===== config.mk =====
export PLATFORM = sky130hd
export DESIGN_NAME = dgp_port
export DESIGN_NICKNAME = d
export VERILOG_FILES = /design/src/logic/dgp_pkg.sv /design/src/logic/dgp_sync.sv /design/src/logic/dgp_port.sv
export SDC_FILE = /design/constraint.sdc
export NUM_CORES = 1
export LEC_CHECK = 0
export BUFFER_PORTS_ARGS = -buffer_cell sky130_fd_sc_hd__buf_2
export CAP_MARGIN = 15
export CORE_MARGIN = 10
export CORE_UTILIZATION = 49
export DETAILED_ROUTE_END_ITERATION = 8
export PLACE_DENSITY = 0.78
export SKIP_CTS_REPAIR_TIMING = 1
export SKIP_LAST_GASP = 1
export SLEW_MARGIN = 10
export SYNTH_ARGS = -nofsm -noshare
export SYNTH_HDL_FRONTEND = slang
export SYNTH_HIERARCHICAL = 1
export SYNTH_SLANG_ARGS = --single-unit

===== constraint.sdc =====
create_clock -name clk_in -period 1.4 [get_ports clk_in]
set_input_delay 0.21 -clock clk_in [delete_from_list [all_inputs] [get_ports clk_in]]
set_output_delay 0.21 -clock clk_in [all_outputs]
set_load 0.01 [all_outputs]

===== src/logic/dgp_pkg.sv =====
// constants and register map of the dual port pin multiplexer
//----------------------------------------------------------------------
// Overview of operation
// - two ports of eight pins, each pin individually input or output
// - direction bit one tri-states the pin driver, pin is an input
// - direction bit zero drives the pin from its output latch bit
// - output latch reads return stored latch data, not pin levels
// - enabled peripherals may force a pin to output or to input
// - overrides reach only the pin; direction register keeps software value
// - every reset sets all direction bits to one, pins come up inputs
// - channel 2 pin select at one puts channel 2 on port two bit 1
// - pin select clear with alt mode set moves channel 2 to alternate pin, port one bit 3 here
// - port one bits 0 to 3 are external interrupt lines 0 to 3
// - port one bits 4 to 7 provide interrupt-on-change
// - every port one pin has a software switched weak pull-up
// - port one bits 5,6,7 are low-volt enable, programming clock and data
// - port one bit 3 carries channel 2 capture, compare, pwm or pwm a
// - port two bit 0 timer1 osc out or timer clock in; bit 1 osc in
// - port two bit 2 carries channel 1 capture, compare, pwm or pwm a
// - port two bit 3 serial clock; bit 4 serial data in or i2c data
// - port two bit 5 is serial port data output
// - port two bit 6 usart transmit or clock; bit 7 receive or data
// - active-low control turns all port one pull-ups on, off on outputs
// - input mismatch on bits 4-7 versus last read or write keeps setting change flag
//----------------------------------------------------------------------
package dgp_pkg;
    localparam int          WIDTH          = 8;
    localparam logic [3:0]  ADDR_P1_PINS   = 4'h0;
    localparam logic [3:0]  ADDR_P1_LATCH  = 4'h1;
    localparam logic [3:0]  ADDR_P1_DIR    = 4'h2;
    localparam logic [3:0]  ADDR_P2_PINS   = 4'h3;
    localparam logic [3:0]  ADDR_P2_LATCH  = 4'h4;
    localparam logic [3:0]  ADDR_P2_DIR    = 4'h5;
    localparam logic [3:0]  ADDR_INT_MAIN  = 4'h6;
    localparam logic [3:0]  ADDR_INT_EDGE  = 4'h7;
    localparam logic [3:0]  ADDR_INT_EXT   = 4'h8;
    localparam logic [7:0]  DIR_RESET      = 8'hff;
    localparam logic [7:0]  LATCH_RESET    = 8'h00;
    localparam logic [7:0]  INT_MAIN_RESET = 8'h00;
    localparam logic [7:0]  INT_EDGE_RESET = 8'hff;
    localparam logic [7:0]  INT_EXT_RESET  = 8'hc0;
    localparam int          PULLUP_BIT     = 7;
    localparam int          CHANGE_FLAG_BIT = 0;
    localparam int          P1_CAPTURE_COMPARE_CHANNEL_2_BIT    = 3;
    localparam int          P2_CAPTURE_COMPARE_CHANNEL_2_BIT    = 1;
    localparam logic [7:0]  CHANGE_MASK    = 8'hf0;
endpackage : dgp_pkg


===== src/logic/dgp_sync.sv =====
// three-stage pin synchroniser, one per bit
`timescale 1ns/10ps
module dgp_sync (
    // clock and reset
    input  wire logic       clk_in,
    input  wire logic       reset_in,
    // data
    input  wire logic [7:0] async_in,
    output logic      [7:0] sync_out
);
    logic [7:0] s1_reg;
    logic [7:0] s2_reg;
    logic [7:0] s3_reg;

    genvar g;
    generate
        for (g = 0; g < 8; g++) begin : g_bit
            always_ff @(posedge clk_in) begin
                if (reset_in) begin
                    s1_reg[g]   <= 1'b0;
                    s2_reg[g]   <= 1'b0;
                    s3_reg[g]   <= 1'b0;
                    sync_out[g] <= 1'b0;
                end else begin
                    s1_reg[g] <= async_in[g];
                    s2_reg[g] <= s1_reg[g];
                    s3_reg[g] <= s2_reg[g];
                    // a change counts once the second and third stages agree
                    if (s2_reg[g] == s3_reg[g]) begin
                        sync_out[g] <= s3_reg[g];
                    end
                end
            end
        end
    endgenerate
endmodule : dgp_sync


===== src/logic/dgp_port.sv =====
// two 8-bit general purpose ports with peripheral pin multiplexing
`timescale 1ns/10ps
module dgp_port (
    // clock and reset
    input  wire logic       clk_in,
    input  wire logic       reset_in,
    // register port
    input  wire logic [3:0] addr_in,
    input  wire logic [7:0] wdata_in,
    input  wire logic       wr_in,
    input  wire logic       rd_in,
    output logic      [7:0] rdata_out,
    // configuration straps
    input  wire logic       channel2_pin_select_in,
    input  wire logic       alt_mode_in,
    // port one pins
    input  wire logic [7:0] p1_pin_in,
    output logic      [7:0] p1_pin_out,
    output logic      [7:0] p1_pin_oe_out,
    output logic      [7:0] p1_pullup_out,
    // port two pins
    input  wire logic [7:0] p2_pin_in,
    output logic      [7:0] p2_pin_out,
    output logic      [7:0] p2_pin_oe_out,
    // peripheral overrides on port two: force-output, force-input, data
    input  wire logic [7:0] p2_periph_out_en_in,
    input  wire logic [7:0] p2_periph_in_en_in,
    input  wire logic [7:0] p2_periph_data_in,
    // channel 2 peripheral on its selected pin
    input  wire logic       capture_compare_channel_2_out_en_in,
    input  wire logic       capture_compare_channel_2_data_in,
    output logic            capture_compare_channel_2_in_out,
    // peripheral inputs taken from pins
    output logic      [3:0] ext_irq_line_out,
    output logic      [3:0] change_irq_line_out,
    output logic      [2:0] serial_prog_out,
    output logic      [7:0] p2_periph_in_out,
    output logic            port_change_flag_out
);
    //------------------------------------------------------------------
    // registers
    //------------------------------------------------------------------
    logic [7:0] p1_latch_reg;
    logic [7:0] p1_dir_reg;
    logic [7:0] p2_latch_reg;
    logic [7:0] p2_dir_reg;
    logic [7:0] int_main_reg;
    logic [7:0] int_edge_reg;
    logic [7:0] int_ext_reg;
    logic [7:0] change_ref_reg;
    logic [7:0] p1_sync;
    logic [7:0] p2_sync;
    logic       capture_compare_channel_2_on_p2;
    logic       capture_compare_channel_2_on_p1;
    logic [7:0] p1_oe_next;
    logic [7:0] p1_out_next;
    logic [7:0] p2_oe_next;
    logic [7:0] p2_out_next;
    logic [7:0] p1_level;
    logic [7:0] p2_level;
    logic       mismatch;
    logic       p1_touch;

    dgp_sync u_sync1 (
        .clk_in   (clk_in),
        .reset_in (reset_in),
        .async_in (p1_pin_in),
        .sync_out (p1_sync)
    );

    dgp_sync u_sync2 (
        .clk_in   (clk_in),
        .reset_in (reset_in),
        .async_in (p2_pin_in),
        .sync_out (p2_sync)
    );

    //------------------------------------------------------------------
    // software registers
    //------------------------------------------------------------------
    // writes to the pin data address land in the latch, as in the usual
    // port model where a port write updates the output latch
    always_ff @(posedge clk_in) begin
        if (reset_in) begin
            p1_latch_reg <= dgp_pkg::LATCH_RESET;
            p2_latch_reg <= dgp_pkg::LATCH_RESET;
        end else if (wr_in) begin
            if (addr_in == dgp_pkg::ADDR_P1_PINS || addr_in == dgp_pkg::ADDR_P1_LATCH) begin
                p1_latch_reg <= wdata_in;
            end
            if (addr_in == dgp_pkg::ADDR_P2_PINS || addr_in == dgp_pkg::ADDR_P2_LATCH) begin
                p2_latch_reg <= wdata_in;
            end
        end
    end

    always_ff @(posedge clk_in) begin
        if (reset_in) begin
            p1_dir_reg <= dgp_pkg::DIR_RESET;
            p2_dir_reg <= dgp_pkg::DIR_RESET;
        end else if (wr_in) begin
            if (addr_in == dgp_pkg::ADDR_P1_DIR) begin
                p1_dir_reg <= wdata_in;
            end
            if (addr_in == dgp_pkg::ADDR_P2_DIR) begin
                p2_dir_reg <= wdata_in;
            end
        end
    end

    always_ff @(posedge clk_in) begin
        if (reset_in) begin
            int_edge_reg <= dgp_pkg::INT_EDGE_RESET;
            int_ext_reg  <= dgp_pkg::INT_EXT_RESET;
        end else if (wr_in) begin
            if (addr_in == dgp_pkg::ADDR_INT_EDGE) begin
                int_edge_reg <= wdata_in;
            end
            if (addr_in == dgp_pkg::ADDR_INT_EXT) begin
                int_ext_reg <= wdata_in;
            end
        end
    end

    //------------------------------------------------------------------
    // interrupt-on-change
    //------------------------------------------------------------------
    // reference is taken at every read or write of port one pin data
    assign p1_touch = (rd_in || wr_in) && addr_in == dgp_pkg::ADDR_P1_PINS;
    assign mismatch = |((p1_sync ^ change_ref_reg) & p1_dir_reg & dgp_pkg::CHANGE_MASK);

    always_ff @(posedge clk_in) begin
        if (reset_in) begin
            change_ref_reg <= 8'h00;
        end else if (p1_touch) begin
            change_ref_reg <= p1_sync;
        end
    end

    // set beats a software clear, so a mismatch during the clear is kept
    always_ff @(posedge clk_in) begin
        if (reset_in) begin
            int_main_reg <= dgp_pkg::INT_MAIN_RESET;
        end else begin
            if (wr_in && addr_in == dgp_pkg::ADDR_INT_MAIN) begin
                int_main_reg <= wdata_in;
            end
            if (mismatch) begin
                int_main_reg[dgp_pkg::CHANGE_FLAG_BIT] <= 1'b1;
            end
        end
    end

    //------------------------------------------------------------------
    // pin multiplexing
    //------------------------------------------------------------------
    assign capture_compare_channel_2_on_p2 = channel2_pin_select_in;
    assign capture_compare_channel_2_on_p1 = !channel2_pin_select_in && alt_mode_in;

    always_comb begin
        p1_oe_next  = ~p1_dir_reg;
        p1_out_next = p1_latch_reg;
        if (capture_compare_channel_2_on_p1 && capture_compare_channel_2_out_en_in) begin
            p1_oe_next[dgp_pkg::P1_CAPTURE_COMPARE_CHANNEL_2_BIT]  = 1'b1;
            p1_out_next[dgp_pkg::P1_CAPTURE_COMPARE_CHANNEL_2_BIT] = capture_compare_channel_2_data_in;
        end
        // override acts on the pin; direction register is left alone
        p2_oe_next  = (~p2_dir_reg | p2_periph_out_en_in) & ~p2_periph_in_en_in;
        p2_out_next = (p2_latch_reg & ~p2_periph_out_en_in) | (p2_periph_data_in & p2_periph_out_en_in);
        if (capture_compare_channel_2_on_p2 && capture_compare_channel_2_out_en_in) begin
            p2_oe_next[dgp_pkg::P2_CAPTURE_COMPARE_CHANNEL_2_BIT]  = 1'b1;
            p2_out_next[dgp_pkg::P2_CAPTURE_COMPARE_CHANNEL_2_BIT] = capture_compare_channel_2_data_in;
        end
    end

    // readback of pin levels: driven pins show what is driven
    assign p1_level = (p1_sync & ~p1_pin_oe_out) | (p1_pin_out & p1_pin_oe_out);
    assign p2_level = (p2_sync & ~p2_pin_oe_out) | (p2_pin_out & p2_pin_oe_out);

    always_ff @(posedge clk_in) begin
        if (reset_in) begin
            p1_pin_out    <= 8'h00;
            p1_pin_oe_out <= 8'h00;
            p2_pin_out    <= 8'h00;
            p2_pin_oe_out <= 8'h00;
            p1_pullup_out <= 8'h00;
        end else begin
            p1_pin_out    <= p1_out_next;
            p1_pin_oe_out <= p1_oe_next;
            p2_pin_out    <= p2_out_next;
            p2_pin_oe_out <= p2_oe_next;
            // one active-low bit enables all pull-ups, dropped on outputs
            p1_pullup_out <= int_edge_reg[dgp_pkg::PULLUP_BIT] ? 8'h00 : ~p1_oe_next;
        end
    end

    //------------------------------------------------------------------
    // peripheral inputs
    //------------------------------------------------------------------
    always_ff @(posedge clk_in) begin
        if (reset_in) begin
            ext_irq_line_out     <= 4'h0;
            change_irq_line_out  <= 4'h0;
            serial_prog_out      <= 3'h0;
            p2_periph_in_out     <= 8'h00;
            capture_compare_channel_2_in_out          <= 1'b0;
            port_change_flag_out <= 1'b0;
        end else begin
            ext_irq_line_out     <= p1_sync[3:0];
            change_irq_line_out  <= p1_sync[7:4];
            serial_prog_out      <= p1_sync[7:5];
            // bits: 0 timer clock, 1 osc in, 2 ch1, 3 sck, 4 sdi, 5 sdo, 6 tx/ck, 7 rx/dt
            p2_periph_in_out     <= p2_sync;
            capture_compare_channel_2_in_out          <= capture_compare_channel_2_on_p1 ? p1_sync[dgp_pkg::P1_CAPTURE_COMPARE_CHANNEL_2_BIT]
                                               : p2_sync[dgp_pkg::P2_CAPTURE_COMPARE_CHANNEL_2_BIT];
            port_change_flag_out <= int_main_reg[dgp_pkg::CHANGE_FLAG_BIT];
        end
    end

    //------------------------------------------------------------------
    // read port
    //------------------------------------------------------------------
    always_ff @(posedge clk_in) begin
        if (reset_in) begin
            rdata_out <= 8'h00;
        end else if (rd_in) begin
            unique case (addr_in)
                dgp_pkg::ADDR_P1_PINS:  rdata_out <= p1_level;
                dgp_pkg::ADDR_P1_LATCH: rdata_out <= p1_latch_reg;
                dgp_pkg::ADDR_P1_DIR:   rdata_out <= p1_dir_reg;
                dgp_pkg::ADDR_P2_PINS:  rdata_out <= p2_level;
                dgp_pkg::ADDR_P2_LATCH: rdata_out <= p2_latch_reg;
                dgp_pkg::ADDR_P2_DIR:   rdata_out <= p2_dir_reg;
                dgp_pkg::ADDR_INT_MAIN: rdata_out <= int_main_reg;
                dgp_pkg::ADDR_INT_EDGE: rdata_out <= int_edge_reg;
                dgp_pkg::ADDR_INT_EXT:  rdata_out <= int_ext_reg;
                default:                rdata_out <= 8'h00;
            endcase
        end else begin
            rdata_out <= 8'h00;
        end
    end
endmodule : dgp_port


== Word level (Yosys, flattened, before mapping) ==
Cells that the tools add are included.
Word-level totals
  bits in read-only memories: 0
  bits of input ports: 60
  latch bits: 0
  memories: 0
  logic and storage cells: 158
  memory bits (writable): 0
  output and inout bits: 69
  register bits after elaboration: 197
Cells by class
  equality and inequality tests: 24
  reduce and logical (&&, ||, !) cells: 20
  multipliers: 0
  divide/modulo/power cells: 0
  order comparisons: 0
  bitwise operators: 21
  multiplexer cells: 8
  $add $sub $neg: 0
  shift operators: 0
Operators by type and width (number)
  one-hot mux 8 bit (9 select lines): 1
  bitwise AND 8 bit: 8
  inverter 8 bit: 7
  bitwise OR 8 bit: 4
  == test 1 bit: 16
  == test 4 x 3 -> 1 bit, second input constant: 4
  AND reduction 2 bit: 6
  == test 4 x 2 -> 1 bit, second input constant: 2
  XOR 8 bit: 1
  2-to-1 mux 1 bit: 7
  logical AND 1 bit: 5
  == test 4 x 1 -> 1 bit, second input constant: 1
  == test 4 bit, second input constant: 1
  zero test 4 bit: 1
  OR reduction 2 bit: 2
  OR reduction 4 bit: 1
  logical OR 1 bit: 3
  nonzero test 2 bit: 1
  zero test 1 bit: 1
  inverter 1 bit: 1

== Longest topological paths before layout ==
  depth after elaboration: 5
  gate-level depth with buffers: 7
  gate-level depth less buffers: 4

== By module ==
Netlist, hierarchy kept.
By module, submodules not included
  dgp_port: seq. area each 2522.4 µm², times used 1, area each 5002.3 µm², cells each 537
  dgp_sync: seq. area each 640.6 µm², times used 2, area each 923.4 µm², cells each 83

== Least setup slack after synthesis ==
No wires, ideal clock.
  path type: input port to flip-flop
  start point: input port addr_in[3]
  end point: register int_edge_reg[0]
  library setup time: 0.122 ns
  cell stages on the path: 7
  data required time: 1.278 ns
  path slack: 0.038 ns
  path buffers: 3
  arrival time: 1.240 ns
  cells stage by stage: buf_2 -> nand3b_1 -> buf_2 -> or2_2 -> buf_2 -> nand2_1 -> nand3b_1
On the way
  cells in the longest elaborated chain, start to end: 2
RTL lines
  start, declared: RTL line dgp_port.sv:8  | input wire logic [3:0] addr_in,
  == test 4 x 3 -> 1 bit: RTL line dgp_port.sv:116  | if (addr_in == dgp_pkg::ADDR_INT_EDGE) begin
  AND reduction 2 bit (no line)
  end signal, assigned: RTL line dgp_port.sv:113  | int_edge_reg <= dgp_pkg::INT_EDGE_RESET;
  end signal, assigned: RTL line dgp_port.sv:117  | int_edge_reg <= wdata_in;
  end, declared: RTL line dgp_port.sv:48  | logic [7:0] int_edge_reg;
No other way between the ends.
A chain may end at the register's enable or synchronous reset.

== Worst setup path in the final report ==
  start point: register p2_pin_oe_out[5]
  end point: register rdata_out[5]
On the way
  cells in the longest elaborated chain, start to end: 4
  elaborated cells on any way between the ends: 5
  classes of those cells: mux: 1; bitwise: 4
RTL lines
  start, declared: RTL line dgp_port.sv:24  | output logic [7:0] p2_pin_oe_out,
  start signal, assigned: RTL line dgp_port.sv:191  | p2_pin_oe_out <= p2_oe_next;
  inverter 8 bit: RTL line dgp_port.sv:178  | assign p2_level = (p2_sync & ~p2_pin_oe_out) | (p2_pin_out & p2_pin_oe_out);
  bitwise AND 8 bit: RTL line dgp_port.sv:178
  bitwise OR 8 bit *: RTL line dgp_port.sv:178
  one-hot mux 8 bit (9 select lines) *: RTL line dgp_port.sv:227  | unique case (addr_in)
  end signal, assigned: RTL line dgp_port.sv:228  | dgp_pkg::ADDR_P1_PINS: rdata_out <= p1_level;
  end signal, assigned: RTL line dgp_port.sv:229  | dgp_pkg::ADDR_P1_LATCH: rdata_out <= p1_latch_reg;
  end signal, assigned: RTL line dgp_port.sv:230  | dgp_pkg::ADDR_P1_DIR: rdata_out <= p1_dir_reg;
  end, declared: RTL line dgp_port.sv:12  | output logic [7:0] rdata_out,
Mark *: on every way between the ends. The rest lies on a longest branch, timed or not.

==> reports/results.tsv <==
metric	value	unit
Yosys top cell area share	55.5	%
Max FO, Critical Path	2	
Initial Util	49.7	%
CTS H-tree depth	4	
Reg clk slew, reported paths	0.07	ns
met3 WL	1390	µm
die footprint	19100	µm²
critical path, cell by cell	mux2i_1 > o22ai_1 > o21ai_0 > buf_4 > a21oi_1	
Max Clock Freq	779	MHz
failing checks	hold timing	
Final min period	1.28	ns
status	complete, but fails checks	
final setup fails	0	
highest metal used	met4	
root buf cell	clkbuf_16	
post-synth net total	763	
flops & latches, synth	190	
Post-synth EDFFs	0	
first-pass GRT wire length	28800	µm
RSZ-0062 raised after global routing	no	
Final Hold Viols	5	
syn avg cell area	9.74	µm²
Synth Warn #	6	
Crit. Startpoint	p2_pin_oe_out[5]$_SDFF_PP0_	
wire length on met1	8190	µm
initial drt markers	619	
Tcrit/Tclk final	91.7	%
Mapped Area	6850	µm²
count leader, synth	dfxtp_1	
DRC viols	0	
HPWL after DPL	13500	µm
Setup crit end kind	flip-flop	
TritonRoute pass-1 iters	7	
Die Wd	138	µm
Netlist cell types	42	
Primary FF master, synth	dfxtp_1	
area grow syn2layout	27.3	%
core area	13800	µm²
register area	3800	µm²
routed length per instance	17.3	µm
ratio of cells with drive above 1 in the final layout	25.0	%
sequential area share after synthesis	55.5	%
clk sink count	190	
design area	8720	µm²
Slew headroom	57.8	%
WS Path Type	flip-flop to flip-flop	
Clk Latency, worst-skew pair	0.43	ns
largest net degree at the start of global routing	57	
total number of vias	5570	
Least-Margin Pin Slew	0.631	ns
startpoint types	flip-flop	
Hold Startpoint	p2_pin_in[1]	
CTS tree	built	
final setup margin	0.116	ns
VDD IR-drop max	0.000799	V
input/output buffers	128	
crit-path max cell delay	0.35	ns
clock skew	0.0104	ns
pre-CTS WS	-0.112	ns
GRT Util Overall	18.6	%
Final ANT Viol Nets	0	
Nets	939	
critical path's slowest cell	dfxtp_1	
metal2 WL	8630	µm
asr flop ratio synth	0	%
Max Cap Violations	0	
die height	138	µm
hold_ws	-0.0134	ns
reg2reg start	p2_pin_oe_out[5]$_SDFF_PP0_	
largest area contributor in the netlist	dfxtp_1	
cell area power density	1290	nW/µm²
maximum root-to-sink buffer count	2	
leak pwr	0.00381	µW
num rows	43	
vias in the first global route	5452	
synth top area cells	dfxtp_1, nor2b_1, mux2i_1	
I/O pin cnt	129	
Cell Area, Placed	8000	µm²
Via density	5.20	
initial antenna violation count	0	
top cells by count, synth	dfxtp_1, nor2b_1, nand2_1	
n_diodes	0	
Max Slew Vio Count	0	
grt total ovfl	0	
HP Class	input pin to flip-flop	
WP data arrival	1.57	ns
routed wire length	18500	µm
# fillers	1177	
cts bufs inserted	17	
Synth Instances	703	
Worst EP required	1.69	ns
gpl congestion	0.972	
area of the multi-input gates	2780	µm²
-- critical path, delay by kind of cell, from the launching register on --
| family | cells | cell delay [ns] |
|---|---|---|
| buffers and inverters | 1 | 0.17 |
| muxes | 1 | 0.24 |
| AOI/OAI and AO/OA | 3 | 0.39 |
| DFF | 1 | 0.35 |
-- power by group --
| group | leakage, µW | switching, µW | internal, µW | total, µW |
|---|---|---|---|---|
| logic | 0.00197 | 402 | 362 | 764 |
| registers | 0.00155 | 72.5 | 5530 | 5600 |
| clock network | 0.000292 | 2120 | 2730 | 4850 |
| total | 0.00381 | 2590 | 8620 | 11200 |
-- cells by family after synthesis --
| group | Yosys count | share of synthesized area [%] |
|---|---|---|
| multiplexers | 50 | 7.34 |
| AND/OR/NAND/NOR | 266 | 20.1 |
| XOR/XNOR | 4 | 0.511 |
| buffers and inverters | 53 | 3.85 |
| flip-flops | 190 | 55.5 |
| AO/OA/AOI/OAI | 140 | 12.6 |
-- metal layers --
metal  GRT usage, %  vias to the layer above
met4           6.16                        0
li1               -                     2727
met3           6.20                       26
met1           23.8                     2604
met2           28.8                      213
met5              0                        -
-- cell type report --
| class | instances | area share [%] |
|---|---|---|
| inverter | 17 | 0.732 |
| sequential | 190 | 43.6 |
| clock buffer | 19 | 5.08 |
| timing repair buffer | 193 | 14.3 |
| clock inverter | 13 | 1.76 |
| multi-input combinational | 460 | 31.9 |
| tap | 180 | 2.58 |
-- through the flow --
| step | TNS [ns] | instances | power (µW) | utilization (%) |
|---|---|---|---|---|
| after detailed placement | -1.72 | 1027 | 6450 | 58.0 |
| after floorplan | 0 | 703 | 6090 | - |
| after CTS | 0 | 1059 | 11200 | 62.4 |
| after global routing | 0 | 1072 | 11600 | 63.3 |
| after global placement | -0.663 | 1027 | 6430 | 58.0 |
| final | 0 | 1072 | 11200 | 63.3 |
-- worst paths after layout --
path	endpoint	slack [ns]	cells after the start
max	rdata_out[5]$_SDFF_PP0_	0.12	5
min	u_sync2/s1_reg[1]$_SDFF_PP0_	-0.01	2
max reg2reg	rdata_out[5]$_SDFF_PP0_	0.12	5
min reg2reg	u_sync2/s2_reg[3]$_SDFF_PP0_	0.44	1
-- layout by cell type, fill, tap and decap left out, types with 3 or more instances in the layout --
cell type / synthesis / final
dfxtp_1: 190 / 190
buf_2: 10 / 127
nor2b_1: 84 / 84
nand2_1: 83 / 83
a21oi_1: 56 / 56
nor2_1: 48 / 48
mux2i_1: 48 / 48
buf_4: 12 / 46
o21ai_0: 30 / 30
inv_1: 17 / 17
clkbuf_16: 0 / 17
a211o_1: 16 / 16
nand3b_1: 15 / 15
dlygate4sd3_1: 0 / 13
a211oi_1: 10 / 10
and2_1: 8 / 8
o22ai_1: 8 / 8
buf_12: 0 / 7
inv_6: 0 / 6
nor3_1: 5 / 5
nand2b_1: 5 / 5
a31oi_1: 4 / 4
xor2_1: 4 / 4
and3_1: 3 / 3
nand3_1: 3 / 3
a221oi_1: 3 / 3
o2bb2ai_1: 3 / 3
Note: power is estimated with default switching activity, not from simulation.
